## config.mk

```make
export PLATFORM = sky130hd
export DESIGN_NAME = t8p_timer
export DESIGN_NICKNAME = d
export VERILOG_FILES = /design/src/hdl/t8p_pkg.sv /design/src/hdl/t8p_timer.sv
export SDC_FILE = /design/constraint.sdc
export NUM_CORES = 1
export LEC_CHECK = 0
export BUFFER_PORTS_ARGS = -buffer_cell sky130_fd_sc_hd__buf_4
export CORE_MARGIN = 4
export CORE_UTILIZATION = 60
export DETAILED_ROUTE_END_ITERATION = 10
export PLACE_DENSITY = 0.92
export SYNTH_ARGS = -nofsm -noshare
export SYNTH_HDL_FRONTEND = slang
export SYNTH_SLANG_ARGS = --single-unit
```

## constraint.sdc

```tcl
create_clock -name i_mclk -period 6.5 [get_ports i_mclk]
set_input_delay 1.3 -clock i_mclk [delete_from_list [all_inputs] [get_ports i_mclk]]
set_output_delay 1.3 -clock i_mclk [all_outputs]
set_load 0.01 [all_outputs]
```

## src/hdl/t8p_pkg.sv

```systemverilog
// Package with register map, field layout and types of the eight-bit timer.
package t8p_pkg;
	localparam int          T8P_AW         = 3;
	localparam int          T8P_DW         = 8;
	localparam logic [2:0]  A_CONTROL      = 3'h0;
	localparam logic [2:0]  A_COUNT        = 3'h1;
	localparam logic [2:0]  A_COMPARE      = 3'h2;
	localparam logic [2:0]  A_IRQ_MASK     = 3'h3;
	localparam logic [2:0]  A_IRQ_FLAGS    = 3'h4;
	localparam logic [7:0]  CONTROL_RESET  = 8'h00;
	localparam logic [7:0]  COUNT_RESET    = 8'h00;
	localparam logic [7:0]  COMPARE_RESET  = 8'h00;
	localparam logic [1:0]  MASK_RESET     = 2'h0;
	localparam logic [1:0]  FLAGS_RESET    = 2'h0;
	localparam int          BIT_OVF        = 0;
	localparam int          BIT_CMP        = 1;
	localparam logic [7:0]  COUNT_MAX      = 8'hff;
	localparam logic [7:0]  COUNT_BOTTOM   = 8'h00;
	localparam int          PSC_W          = 10;
	localparam int          TAP_DIV8       = 3;
	localparam int          TAP_DIV64      = 6;
	localparam int          TAP_DIV256     = 8;
	localparam int          TAP_DIV1024    = 10;
	localparam logic [1:0]  COM_OFF        = 2'h0;
	localparam logic [1:0]  COM_TOGGLE     = 2'h1;
	localparam logic [1:0]  COM_CLEAR      = 2'h2;
	localparam logic [1:0]  COM_SET        = 2'h3;
	localparam logic [2:0]  CS_STOP        = 3'h0;
	localparam logic [2:0]  CS_DIV1        = 3'h1;
	localparam logic [2:0]  CS_DIV8        = 3'h2;
	localparam logic [2:0]  CS_DIV64       = 3'h3;
	localparam logic [2:0]  CS_DIV256      = 3'h4;
	localparam logic [2:0]  CS_DIV1024     = 3'h5;
	localparam logic [2:0]  CS_EXT_FALL    = 3'h6;
	localparam logic [2:0]  CS_EXT_RISE    = 3'h7;

	typedef enum logic [1:0] {
		MODE_NORMAL   = 2'h0,
		MODE_PC_PWM   = 2'h1,
		MODE_CLR_ON_M = 2'h2,
		MODE_FAST_PWM = 2'h3
	} t8p_mode_t;

	typedef enum logic {
		DIR_UP   = 1'b0,
		DIR_DOWN = 1'b1
	} t8p_dir_t;

	typedef struct packed {
		logic       force_compare_strobe;
		logic       wgm_lo;
		logic [1:0] compare_output_mode;
		logic       wgm_hi;
		logic [2:0] tick_source_sel;
	} t8p_ctrl_t;
endpackage

```

## src/hdl/t8p_timer.sv

```systemverilog
// Eight-bit timer/counter with one compare channel, PWM modes and register port.
// Overview of operation
// - Counter is synchronous to i_mclk, stepping only on timer tick enables.
// - Force-compare bit 7 acts only in non-PWM modes.
// - Force strobe applies the compare action chosen by the output mode at once.
// - Forced compare sets no flag, never clears counter, reads back zero.
// - Mode bits 6 and 3 select normal, phase-correct, clear-on-match, fast PWM.
// - Compare update timing and overflow point depend on the mode.
// - Nonzero output mode hands the pin to the waveform; direction bit enables driver.
// - Non-PWM output modes: off, toggle, clear, set on match.
// - Fast PWM: clear on match set at bottom, or the inverse.
// - Phase-correct: clear up-match set down-match, or the inverse.
// - Compare equal to TOP in PWM: match ignored, action done at TOP.
// - Tick source: stop, undivided clock, or taps dividing 8, 64, 256, 1024.
// - Source 6 counts falling, source 7 rising edges of the count pin.
// - Count pin edges count even while the pin is an output.
// - Counter register is directly readable and writable.
// - Counter write blocks the compare match on the next tick.
// - Compare register is compared continuously for flag and waveform.
// - Compare interrupt needs enable, global enable and compare flag.
// - Overflow interrupt needs enable, global enable and overflow flag.
// - Compare flag sets on match, clears on vector or written one.
// - Overflow flag sets on overflow, clears on vector or written one.
// - Phase-correct overflow sets at direction change at zero.
// - Fast PWM counts bottom to max then restarts at bottom.
// - Phase-correct counts up, holds max one tick, counts down.
// - Count pin is synchronised and edge detected, about three cycles latency.
`timescale 1ns/1ps
module t8p_timer
	import t8p_pkg::*;
(
	input  wire logic              i_mclk,
	input  wire logic              i_rst,
	input  wire logic [T8P_AW-1:0] i_addr,
	input  wire logic [T8P_DW-1:0] i_wdata,
	input  wire logic              i_wr,
	input  wire logic              i_rd,
	input  wire logic              i_ext_count_pin,
	input  wire logic              i_global_irq_enable,
	input  wire logic              i_compare_vector_ack,
	input  wire logic              i_overflow_vector_ack,
	input  wire logic              i_port_out,
	input  wire logic              i_port_dir,
	output logic [T8P_DW-1:0]      o_rdata,
	output logic                   o_wave_out_pin,
	output logic                   o_wave_out_pin_oe,
	output logic                   o_compare_irq,
	output logic                   o_overflow_irq
);

	t8p_ctrl_t         ctrl_reg;
	t8p_ctrl_t         ctrl_next;
	logic [7:0]        count_reg;
	logic [7:0]        count_next;
	logic [7:0]        cmp_buf_reg;
	logic [7:0]        cmp_buf_next;
	logic [7:0]        cmp_act_reg;
	logic [7:0]        cmp_act_next;
	logic [1:0]        mask_reg;
	logic [1:0]        mask_next;
	logic [1:0]        flags_reg;
	logic [1:0]        flags_next;
	t8p_dir_t          dir_reg;
	t8p_dir_t          dir_next;
	logic              block_reg;
	logic              block_next;
	logic              wave_reg;
	logic              wave_next;
	logic [PSC_W-1:0]  psc_reg;
	logic [PSC_W-1:0]  psc_next;
	logic              ext_s1_reg;
	logic              ext_s2_reg;
	logic              ext_s3_reg;
	logic [7:0]        rdata_next;
	logic              pin_out_next;
	logic              cmp_irq_next;
	logic              ovf_irq_next;
	t8p_mode_t         mode;
	logic              is_pwm;
	logic              tick;
	logic              match;
	logic              force_hit;
	logic              ovf_event;
	logic              count_wr;

	// Applies a compare output action to the current waveform level.
	function automatic logic wave_action(input logic [1:0] com, input logic cur);
		logic res;
		res = cur;
		case (com)
			COM_TOGGLE: res = ~cur;
			COM_CLEAR:  res = 1'b0;
			COM_SET:    res = 1'b1;
			default:    res = cur;
		endcase
		return res;
	endfunction

	// True when the low bits of the prescaler are all ones.
	function automatic logic tap_hit(input logic [PSC_W-1:0] psc, input int bits);
		logic hit;
		hit = 1'b1;
		for (int k = 0; k < PSC_W; k++) begin
			if (k < bits && !psc[k]) begin
				hit = 1'b0;
			end
		end
		return hit;
	endfunction

	assign mode     = t8p_mode_t'({ctrl_reg.wgm_hi, ctrl_reg.wgm_lo});
	assign is_pwm   = (mode == MODE_PC_PWM) || (mode == MODE_FAST_PWM);
	assign count_wr = i_wr && (i_addr == A_COUNT);

	always_comb begin
		case (ctrl_reg.tick_source_sel)
			CS_STOP:     tick = 1'b0;
			CS_DIV1:     tick = 1'b1;
			CS_DIV8:     tick = tap_hit(psc_reg, TAP_DIV8);
			CS_DIV64:    tick = tap_hit(psc_reg, TAP_DIV64);
			CS_DIV256:   tick = tap_hit(psc_reg, TAP_DIV256);
			CS_DIV1024:  tick = tap_hit(psc_reg, TAP_DIV1024);
			CS_EXT_FALL: tick = ext_s3_reg && !ext_s2_reg;
			default:     tick = !ext_s3_reg && ext_s2_reg;
		endcase
	end

	assign match = (count_reg == cmp_act_reg) && !block_reg;

	assign force_hit = i_wr && (i_addr == A_CONTROL) && i_wdata[7] && !is_pwm;

	always_comb begin
		ctrl_next    = ctrl_reg;
		count_next   = count_reg;
		cmp_buf_next = cmp_buf_reg;
		cmp_act_next = cmp_act_reg;
		mask_next    = mask_reg;
		dir_next     = dir_reg;
		block_next   = block_reg;
		wave_next    = wave_reg;
		psc_next     = psc_reg + 1'b1;
		ovf_event    = 1'b0;
		flags_next   = flags_reg;
		if (tick) begin
			block_next = 1'b0;
			case (mode)
				MODE_NORMAL: begin
					count_next = count_reg + 1'b1;
					ovf_event  = (count_reg == COUNT_MAX);
					if (match) begin
						wave_next = wave_action(ctrl_reg.compare_output_mode, wave_reg);
					end
				end
				MODE_CLR_ON_M: begin
					count_next = (count_reg == cmp_act_reg) ? COUNT_BOTTOM : count_reg + 1'b1;
					ovf_event  = (count_reg == COUNT_MAX);
					if (match) begin
						wave_next = wave_action(ctrl_reg.compare_output_mode, wave_reg);
					end
				end
				MODE_FAST_PWM: begin
					count_next = count_reg + 1'b1;
					ovf_event  = (count_reg == COUNT_MAX);
					if (match && cmp_act_reg != COUNT_MAX && ctrl_reg.compare_output_mode[1]) begin
						wave_next = ctrl_reg.compare_output_mode[0];
					end
					if (count_reg == COUNT_MAX) begin
						cmp_act_next = cmp_buf_reg;
						// Top equal compare acts at top
						if (ctrl_reg.compare_output_mode[1]) begin
							wave_next = !ctrl_reg.compare_output_mode[0];
						end
					end
				end
				default: begin
					// Dual slope, max held one tick
					if (dir_reg == DIR_UP) begin
						if (count_reg == COUNT_MAX) begin
							dir_next     = DIR_DOWN;
							count_next   = count_reg - 1'b1;
							cmp_act_next = cmp_buf_reg;
						end else begin
							count_next = count_reg + 1'b1;
						end
					end else begin
						if (count_reg == COUNT_BOTTOM) begin
							dir_next   = DIR_UP;
							count_next = count_reg + 1'b1;
							ovf_event  = 1'b1;
						end else begin
							count_next = count_reg - 1'b1;
						end
					end
					// Up clears, down sets for non-inverting
					if (ctrl_reg.compare_output_mode[1]) begin
						if (cmp_act_reg == COUNT_MAX) begin
							if (count_reg == COUNT_MAX) begin
								wave_next = !ctrl_reg.compare_output_mode[0];
							end
						end else if (match) begin
							// A match at bottom acts as an up-counting match, so a zero compare stays inactive.
							wave_next = (dir_reg == DIR_UP || count_reg == COUNT_BOTTOM)
							            ? ctrl_reg.compare_output_mode[0]
							            : !ctrl_reg.compare_output_mode[0];
						end
					end
				end
			endcase
		end
		// Forced compare changes only the waveform
		if (force_hit) begin
			wave_next = wave_action(ctrl_reg.compare_output_mode, wave_reg);
		end
		if (i_wr) begin
			if (i_addr == A_CONTROL) begin
				ctrl_next = t8p_ctrl_t'(i_wdata);
				ctrl_next.force_compare_strobe = 1'b0;
			end else if (i_addr == A_COUNT) begin
				count_next = i_wdata;
				block_next = 1'b1;
			end else if (i_addr == A_COMPARE) begin
				cmp_buf_next = i_wdata;
				if (!is_pwm) begin
					cmp_act_next = i_wdata;
				end
			end else if (i_addr == A_IRQ_MASK) begin
				mask_next = i_wdata[1:0];
			end
		end
		if (i_wr && (i_addr == A_IRQ_FLAGS)) begin
			flags_next = flags_next & ~i_wdata[1:0];
		end
		if (i_compare_vector_ack) begin
			flags_next[BIT_CMP] = 1'b0;
		end
		if (tick && match) begin
			flags_next[BIT_CMP] = 1'b1;
		end
		if (i_overflow_vector_ack) begin
			flags_next[BIT_OVF] = 1'b0;
		end
		if (ovf_event) begin
			flags_next[BIT_OVF] = 1'b1;
		end
	end

	always_comb begin
		rdata_next = 8'h00;
		if (i_rd) begin
			if (i_addr == A_CONTROL) begin
				rdata_next = {1'b0, ctrl_reg[6:0]};
			end else if (i_addr == A_COUNT) begin
				rdata_next = count_reg;
			end else if (i_addr == A_COMPARE) begin
				rdata_next = cmp_buf_reg;
			end else if (i_addr == A_IRQ_MASK) begin
				rdata_next = {6'h00, mask_reg};
			end else if (i_addr == A_IRQ_FLAGS) begin
				rdata_next = {6'h00, flags_reg};
			end
		end
		pin_out_next = (ctrl_reg.compare_output_mode != COM_OFF) ? wave_reg : i_port_out;
		cmp_irq_next = mask_reg[BIT_CMP] && i_global_irq_enable && flags_reg[BIT_CMP];
		ovf_irq_next = mask_reg[BIT_OVF] && i_global_irq_enable && flags_reg[BIT_OVF];
	end

	always_ff @(posedge i_mclk) begin
		if (i_rst) begin
			ctrl_reg          <= t8p_ctrl_t'(CONTROL_RESET);
			count_reg         <= COUNT_RESET;
			cmp_buf_reg       <= COMPARE_RESET;
			cmp_act_reg       <= COMPARE_RESET;
			mask_reg          <= MASK_RESET;
			flags_reg         <= FLAGS_RESET;
			dir_reg           <= DIR_UP;
			block_reg         <= 1'b0;
			wave_reg          <= 1'b0;
			psc_reg           <= '0;
			o_rdata           <= 8'h00;
			o_wave_out_pin    <= 1'b0;
			o_wave_out_pin_oe <= 1'b0;
			o_compare_irq     <= 1'b0;
			o_overflow_irq    <= 1'b0;
		end else begin
			ctrl_reg          <= ctrl_next;
			count_reg         <= count_next;
			cmp_buf_reg       <= cmp_buf_next;
			cmp_act_reg       <= cmp_act_next;
			mask_reg          <= mask_next;
			flags_reg         <= flags_next;
			dir_reg           <= dir_next;
			block_reg         <= block_next;
			wave_reg          <= wave_next;
			psc_reg           <= psc_next;
			o_rdata           <= rdata_next;
			o_wave_out_pin    <= pin_out_next;
			o_wave_out_pin_oe <= i_port_dir;
			o_compare_irq     <= cmp_irq_next;
			o_overflow_irq    <= ovf_irq_next;
		end
	end

	// Pin sampled regardless of its direction
	always_ff @(posedge i_mclk) begin
		if (i_rst) begin
			ext_s1_reg <= 1'b0;
			ext_s2_reg <= 1'b0;
			ext_s3_reg <= 1'b0;
		end else begin
			ext_s1_reg <= i_ext_count_pin;
			ext_s2_reg <= ext_s1_reg;
			ext_s3_reg <= ext_s2_reg;
		end
	end
endmodule

```

Word-level counts from Yosys, hierarchy flattened:

Cells that the tools add are included.

* add/subtract/negate cells: 3
* bitwise operators: 9
* equality and inequality tests: 22
* reduce and logical (&&, ||, !) cells: 41
* multiplexer cells: 64

Operators by type and width (count)
* two-way mux 8 bit: 18
* two-way mux 1 bit: 37
* one-hot mux 8 bit (2 select lines): 2
* == test 8 bit (second input constant): 2
* logical AND 1 bit: 14
* == test 3 x 2 -> 1 bit (second input constant): 4
* == test 3 bit (second input constant): 4
* adder 10 x 1 -> 10 bit (second input constant): 1
* AND reduction 5 bit: 2
* adder 8 x 1 -> 8 bit (second input constant): 1
* == test 2 bit (second input constant): 4
* == test 8 bit: 1
* zero test 8 bit: 1
* inequality test 8 bit (second input constant): 1
* nonzero test 4 bit: 2
* subtractor 8 x 1 -> 8 bit (second input constant): 1
* two-way mux 7 bit: 1
* inverter 1 bit: 7
* one-hot mux 1 bit (7 select lines): 1
* == test 3 x 1 -> 1 bit (second input constant): 2
* zero test 3 bit: 2
* two-way mux 2 bit: 3
* nonzero test 3 bit: 2
* OR reduction 2 bit: 3
* other kinds (14): 23

* bits of input ports: 21
* word-level logic and storage cells: 162
* register bits after elaboration: 63
* output and inout port bits: 12

Longest topological paths before layout:

* depth in word-level cells: 17
* depth in mapped cells: 10
* mapped depth without buffers: 8

Least setup slack after synthesis:

Ideal clock, no wire load.

* kind: in2reg
* start: input i_addr[2]
* end: register wave_reg
* setup time: 0.121 ns
* slack: 3.644 ns
* path buffers: 1
* cell stages on the path: 7
* data arrival time: 2.735 ns
* data required time: 6.379 ns
* cell sequence: clkbuf_1 -> nor4b_2 -> nand2_1 -> nor3_1 -> a21o_1 -> a211oi_1 -> mux2_2

* cells in the longest elaborated chain, start to end: 6

Ends and longest elaborated chain
* from (decl): RTL line t8p_timer.sv:34 `input wire logic [T8P_AW-1:0] i_addr,`
* zero test 3 bit *: RTL line t8p_timer.sv:130 `assign force_hit = i_wr && (i_addr == A_CONTROL) && i_wdata[7] && !is_pwm;`
* logical AND 1 bit * (3 in series): RTL line t8p_timer.sv:130
* inequality test 5 bit (no line) (tied with other cells)
* AND reduction 5 bit (no line)
* to (signal assigned): RTL line t8p_timer.sv:293 `wave_reg <= wave_next;`
* to (decl): RTL line t8p_timer.sv:67 `logic wave_reg;`

Mark *: on every way between the ends. The rest lies on a longest branch, timed or not.
A chain may end at the register's enable or synchronous reset.

Final worst setup path:

Ends and elaborated chain as after synthesis.

==> metrics.cfg <==
[drt]
dr.pass1.iters = 8
remaining_drc_errors = 0
dr_total_vias = 3694
routed_wirelength_mm = 10.4
detail-route-antenna-nets = 0
drt_iter0_markers = 632
viasPerCell = 6.63
wl_per_cell_um = 18.6

[worst_setup_path]
cp-start-kind = input pin
r2r_end = count_reg[2]$_SDFF_PP0_
reg2reg_depth = 7
endpoint_kind = flop
rr_startpoint = ctrl_reg[6]$_SDFFE_PP0P_
crit_path_max_fanout = 12
reg2reg_slack_ns = 3.61
cp.required_ns = 6.75
critPathArrivalTime_ns = 3.24
critPathKind = input pin to flop

[global_route]
antenna_found_initial = 0
grt_max_degree = 61
grt_pass1_vias = 3486
grtUsageMet3_pct = 7.49
grt.overflow.total = 0
grt.busiest_layer = met2
grt_use_met1_pct = 35.2
grtUsageTotal_pct = 28.9
grtUsageMet2_pct = 44.1
grt_pass1_wl_mm = 16.7

[sta]
final.period_utilization_pct = 46.1
fmax_ghz = 0.334
tightest_slew_ns = 0.903
hold_viol_final = 0
fin_skew_ns = 0.0161
layout_setup_ws_ns = 3.50
relSlewSlack_pct = 39.6
tns_ns = 0
fin_crit_ns = 3.00
finalSetupViolCount = 0
rsz0062_at_grt = false
slew_violations = 0

[cells_and_area]
antenna_cells = 0
syn_to_final_growth_pct = 12.0
fin_nets = 508
fin_cells = 557
drive_gt1_share_pct = 13.3
utilization_pct = 69.2
largest_register_ffs = 10

[yosys]
synth_fa_ha_area_share_pct = 3.42
yosys-top-cells-area = dfxtp_1, nand2_1, a21oi_1
synth_top_family_by_area = simple AND/OR/NAND/NOR gates
syn_inst = 464
synth_mux_area_share_pct = 4.11
syn_nets = 495
ys_seq_elements = 63
synth_edf_count = 0
synth_area_leader_cell = dfxtp_1
mappedNetlistArea_sq_um = 3660
yosysWarnings = 0
async_flop_share_pct = 0
synth_compound_area_share_pct = 20.7
yosysUniqueCellTypes = 62
yosys.area_share.simple_pct = 27.4
ys_seq_area_share_pct = 34.5
ys.flop_type = dfxtp_1
synth_area_per_cell_sq_um = 7.88
netlist.area_leader.share_pct = 34.5
synthXorXnorAreaFrac_pct = 3.83

[clocking]
path_clk_slew_ns = 0.08
clk_latency_ns = 0.37
post_cts.repair.setup_buffers = 0
cts_root_buffer = clkbuf_8
cts_sinks = 63
cts_tree = built
h-tree-depth = 3
cts.repair.resized = 0
cts_buffer_depth = 2
ctsHoldBuffers = 0
cts_buffers = 9

[floorplanning]
fp.dieW_um = 86.1
core_sq_um = 5920
num_rows = 28
io_pins = 33
initial_core_util_pct = 61.8
die_area_sq_um = 7410
die_y_um = 86.1

[place]
routabilityCongestion = 0.996
port-buffer-count = 32
post-place-ws_ns = 3.34
dp.cells = 541
hpwlAfterDp_mm = 6.91

[worst_hold_path]
min_to = ext_s2_reg$_SDFF_PP0_
hold_start = ext_s1_reg$_SDFF_PP0_
min_path_cells = 1
hp-class = flop to flop

[power_and_ir_drop]
ir_drop_mv = 0.184
power_leakage_nw = 1.57
power.density_nw_per_um2 = 236

[job]
cap_violations = 0

[outcome]
status = complete, no violations

-- metrics by stage --
step | area, sq um | hold slack (ns) | total power [mW]
floorplan | 3660 | 0.414 | 0.496
global placement | 3850 | 0.438 | 0.525
detailed placement | 3850 | 0.442 | 0.530
CTS | 4100 | 0.458 | 0.959
global route | 4100 | 0.486 | 0.990
finish | 4100 | 0.458 | 0.964
-- critical path, cell delays in order --
cell and delay [ns]:
buf_4 0.15, nor4b_2 0.81, nand2_1 0.23, nor3_1 0.27, a21o_1 0.17, a211oi_1 0.05
mux2_2 0.26
-- cell usage after synthesis (6+ instances only) --
cell and count:
dfxtp_1 63, nor3_1 7, o21ai_0 26, nor2b_1 17
nand3_1 13, a32oi_1 7, nand2_1 61, nor2_1 42
xor2_1 13, a211oi_1 10, a31oi_1 6, or3_1 9
nand4_1 8, mux2i_1 6, ha_1 10, inv_1 18
a21oi_1 39, o22ai_1 7, clkbuf_1 24
-- cells by family after synthesis --
logic type,after synthesis
AND/OR/NAND/NOR,193
AO/OA/AOI/OAI,121
flip-flops,63
buffers and inverters,49
XOR/XNOR,16
multiplexers,12
adder cells (fa/ha/maj),10
-- worst max-delay path by stage --
stage / startpoint / to / slack (ns)
floorplan: i_addr[2] / wave_reg$_SDFFE_PP0P_ / 3.64
global placement: i_addr[2] / wave_reg$_SDFFE_PP0P_ / 3.46
detailed placement: i_addr[2] / wave_reg$_SDFFE_PP0P_ / 3.34
CTS: i_addr[2] / wave_reg$_SDFFE_PP0P_ / 3.59
global route: i_addr[2] / wave_reg$_SDFFE_PP0P_ / 3.37
finish: i_addr[2] / wave_reg$_SDFFE_PP0P_ / 3.50
-- power by group --
group	switching [mW]	internal [mW]	total, mW
clock	0.178	0.260	0.438
sequential	0.0193	0.398	0.417
combinational	0.0622	0.0471	0.109
total	0.260	0.705	0.964
-- cell type report --
| class | count | area, sq um |
|---|---|---|
| multi-input combinational | 352 | 2180 |
| clock inverter | 7 | 125 |
| clock buffer | 9 | 124 |
| sequential | 63 | 1260 |
| tap | 75 | 93.8 |
| fill | 465 | 1830 |
| timing repair buffer | 33 | 248 |
| inverter | 18 | 67.6 |
-- per-layer routing --
| layer | vias to the layer above | share of wire [%] |
|---|---|---|
| li1 | 1677 | - |
| met1 | 1709 | 38 |
| met2 | 237 | 46 |
| met3 | 71 | 9.9 |
| met4 | 0 | 5.9 |
| met5 | - | 0 |
-- placed cells by master, fill, tap and decap left out, drive strengths merged, types with 13 or more instances in the layout --
cell   count
a21oi     39
buf       33
dfxtp     63
inv       22
nand2     61
nand3     13
nor2      42
nor2b     17
o21ai     26
xor2      13
(Power assumes the default switching activity.)
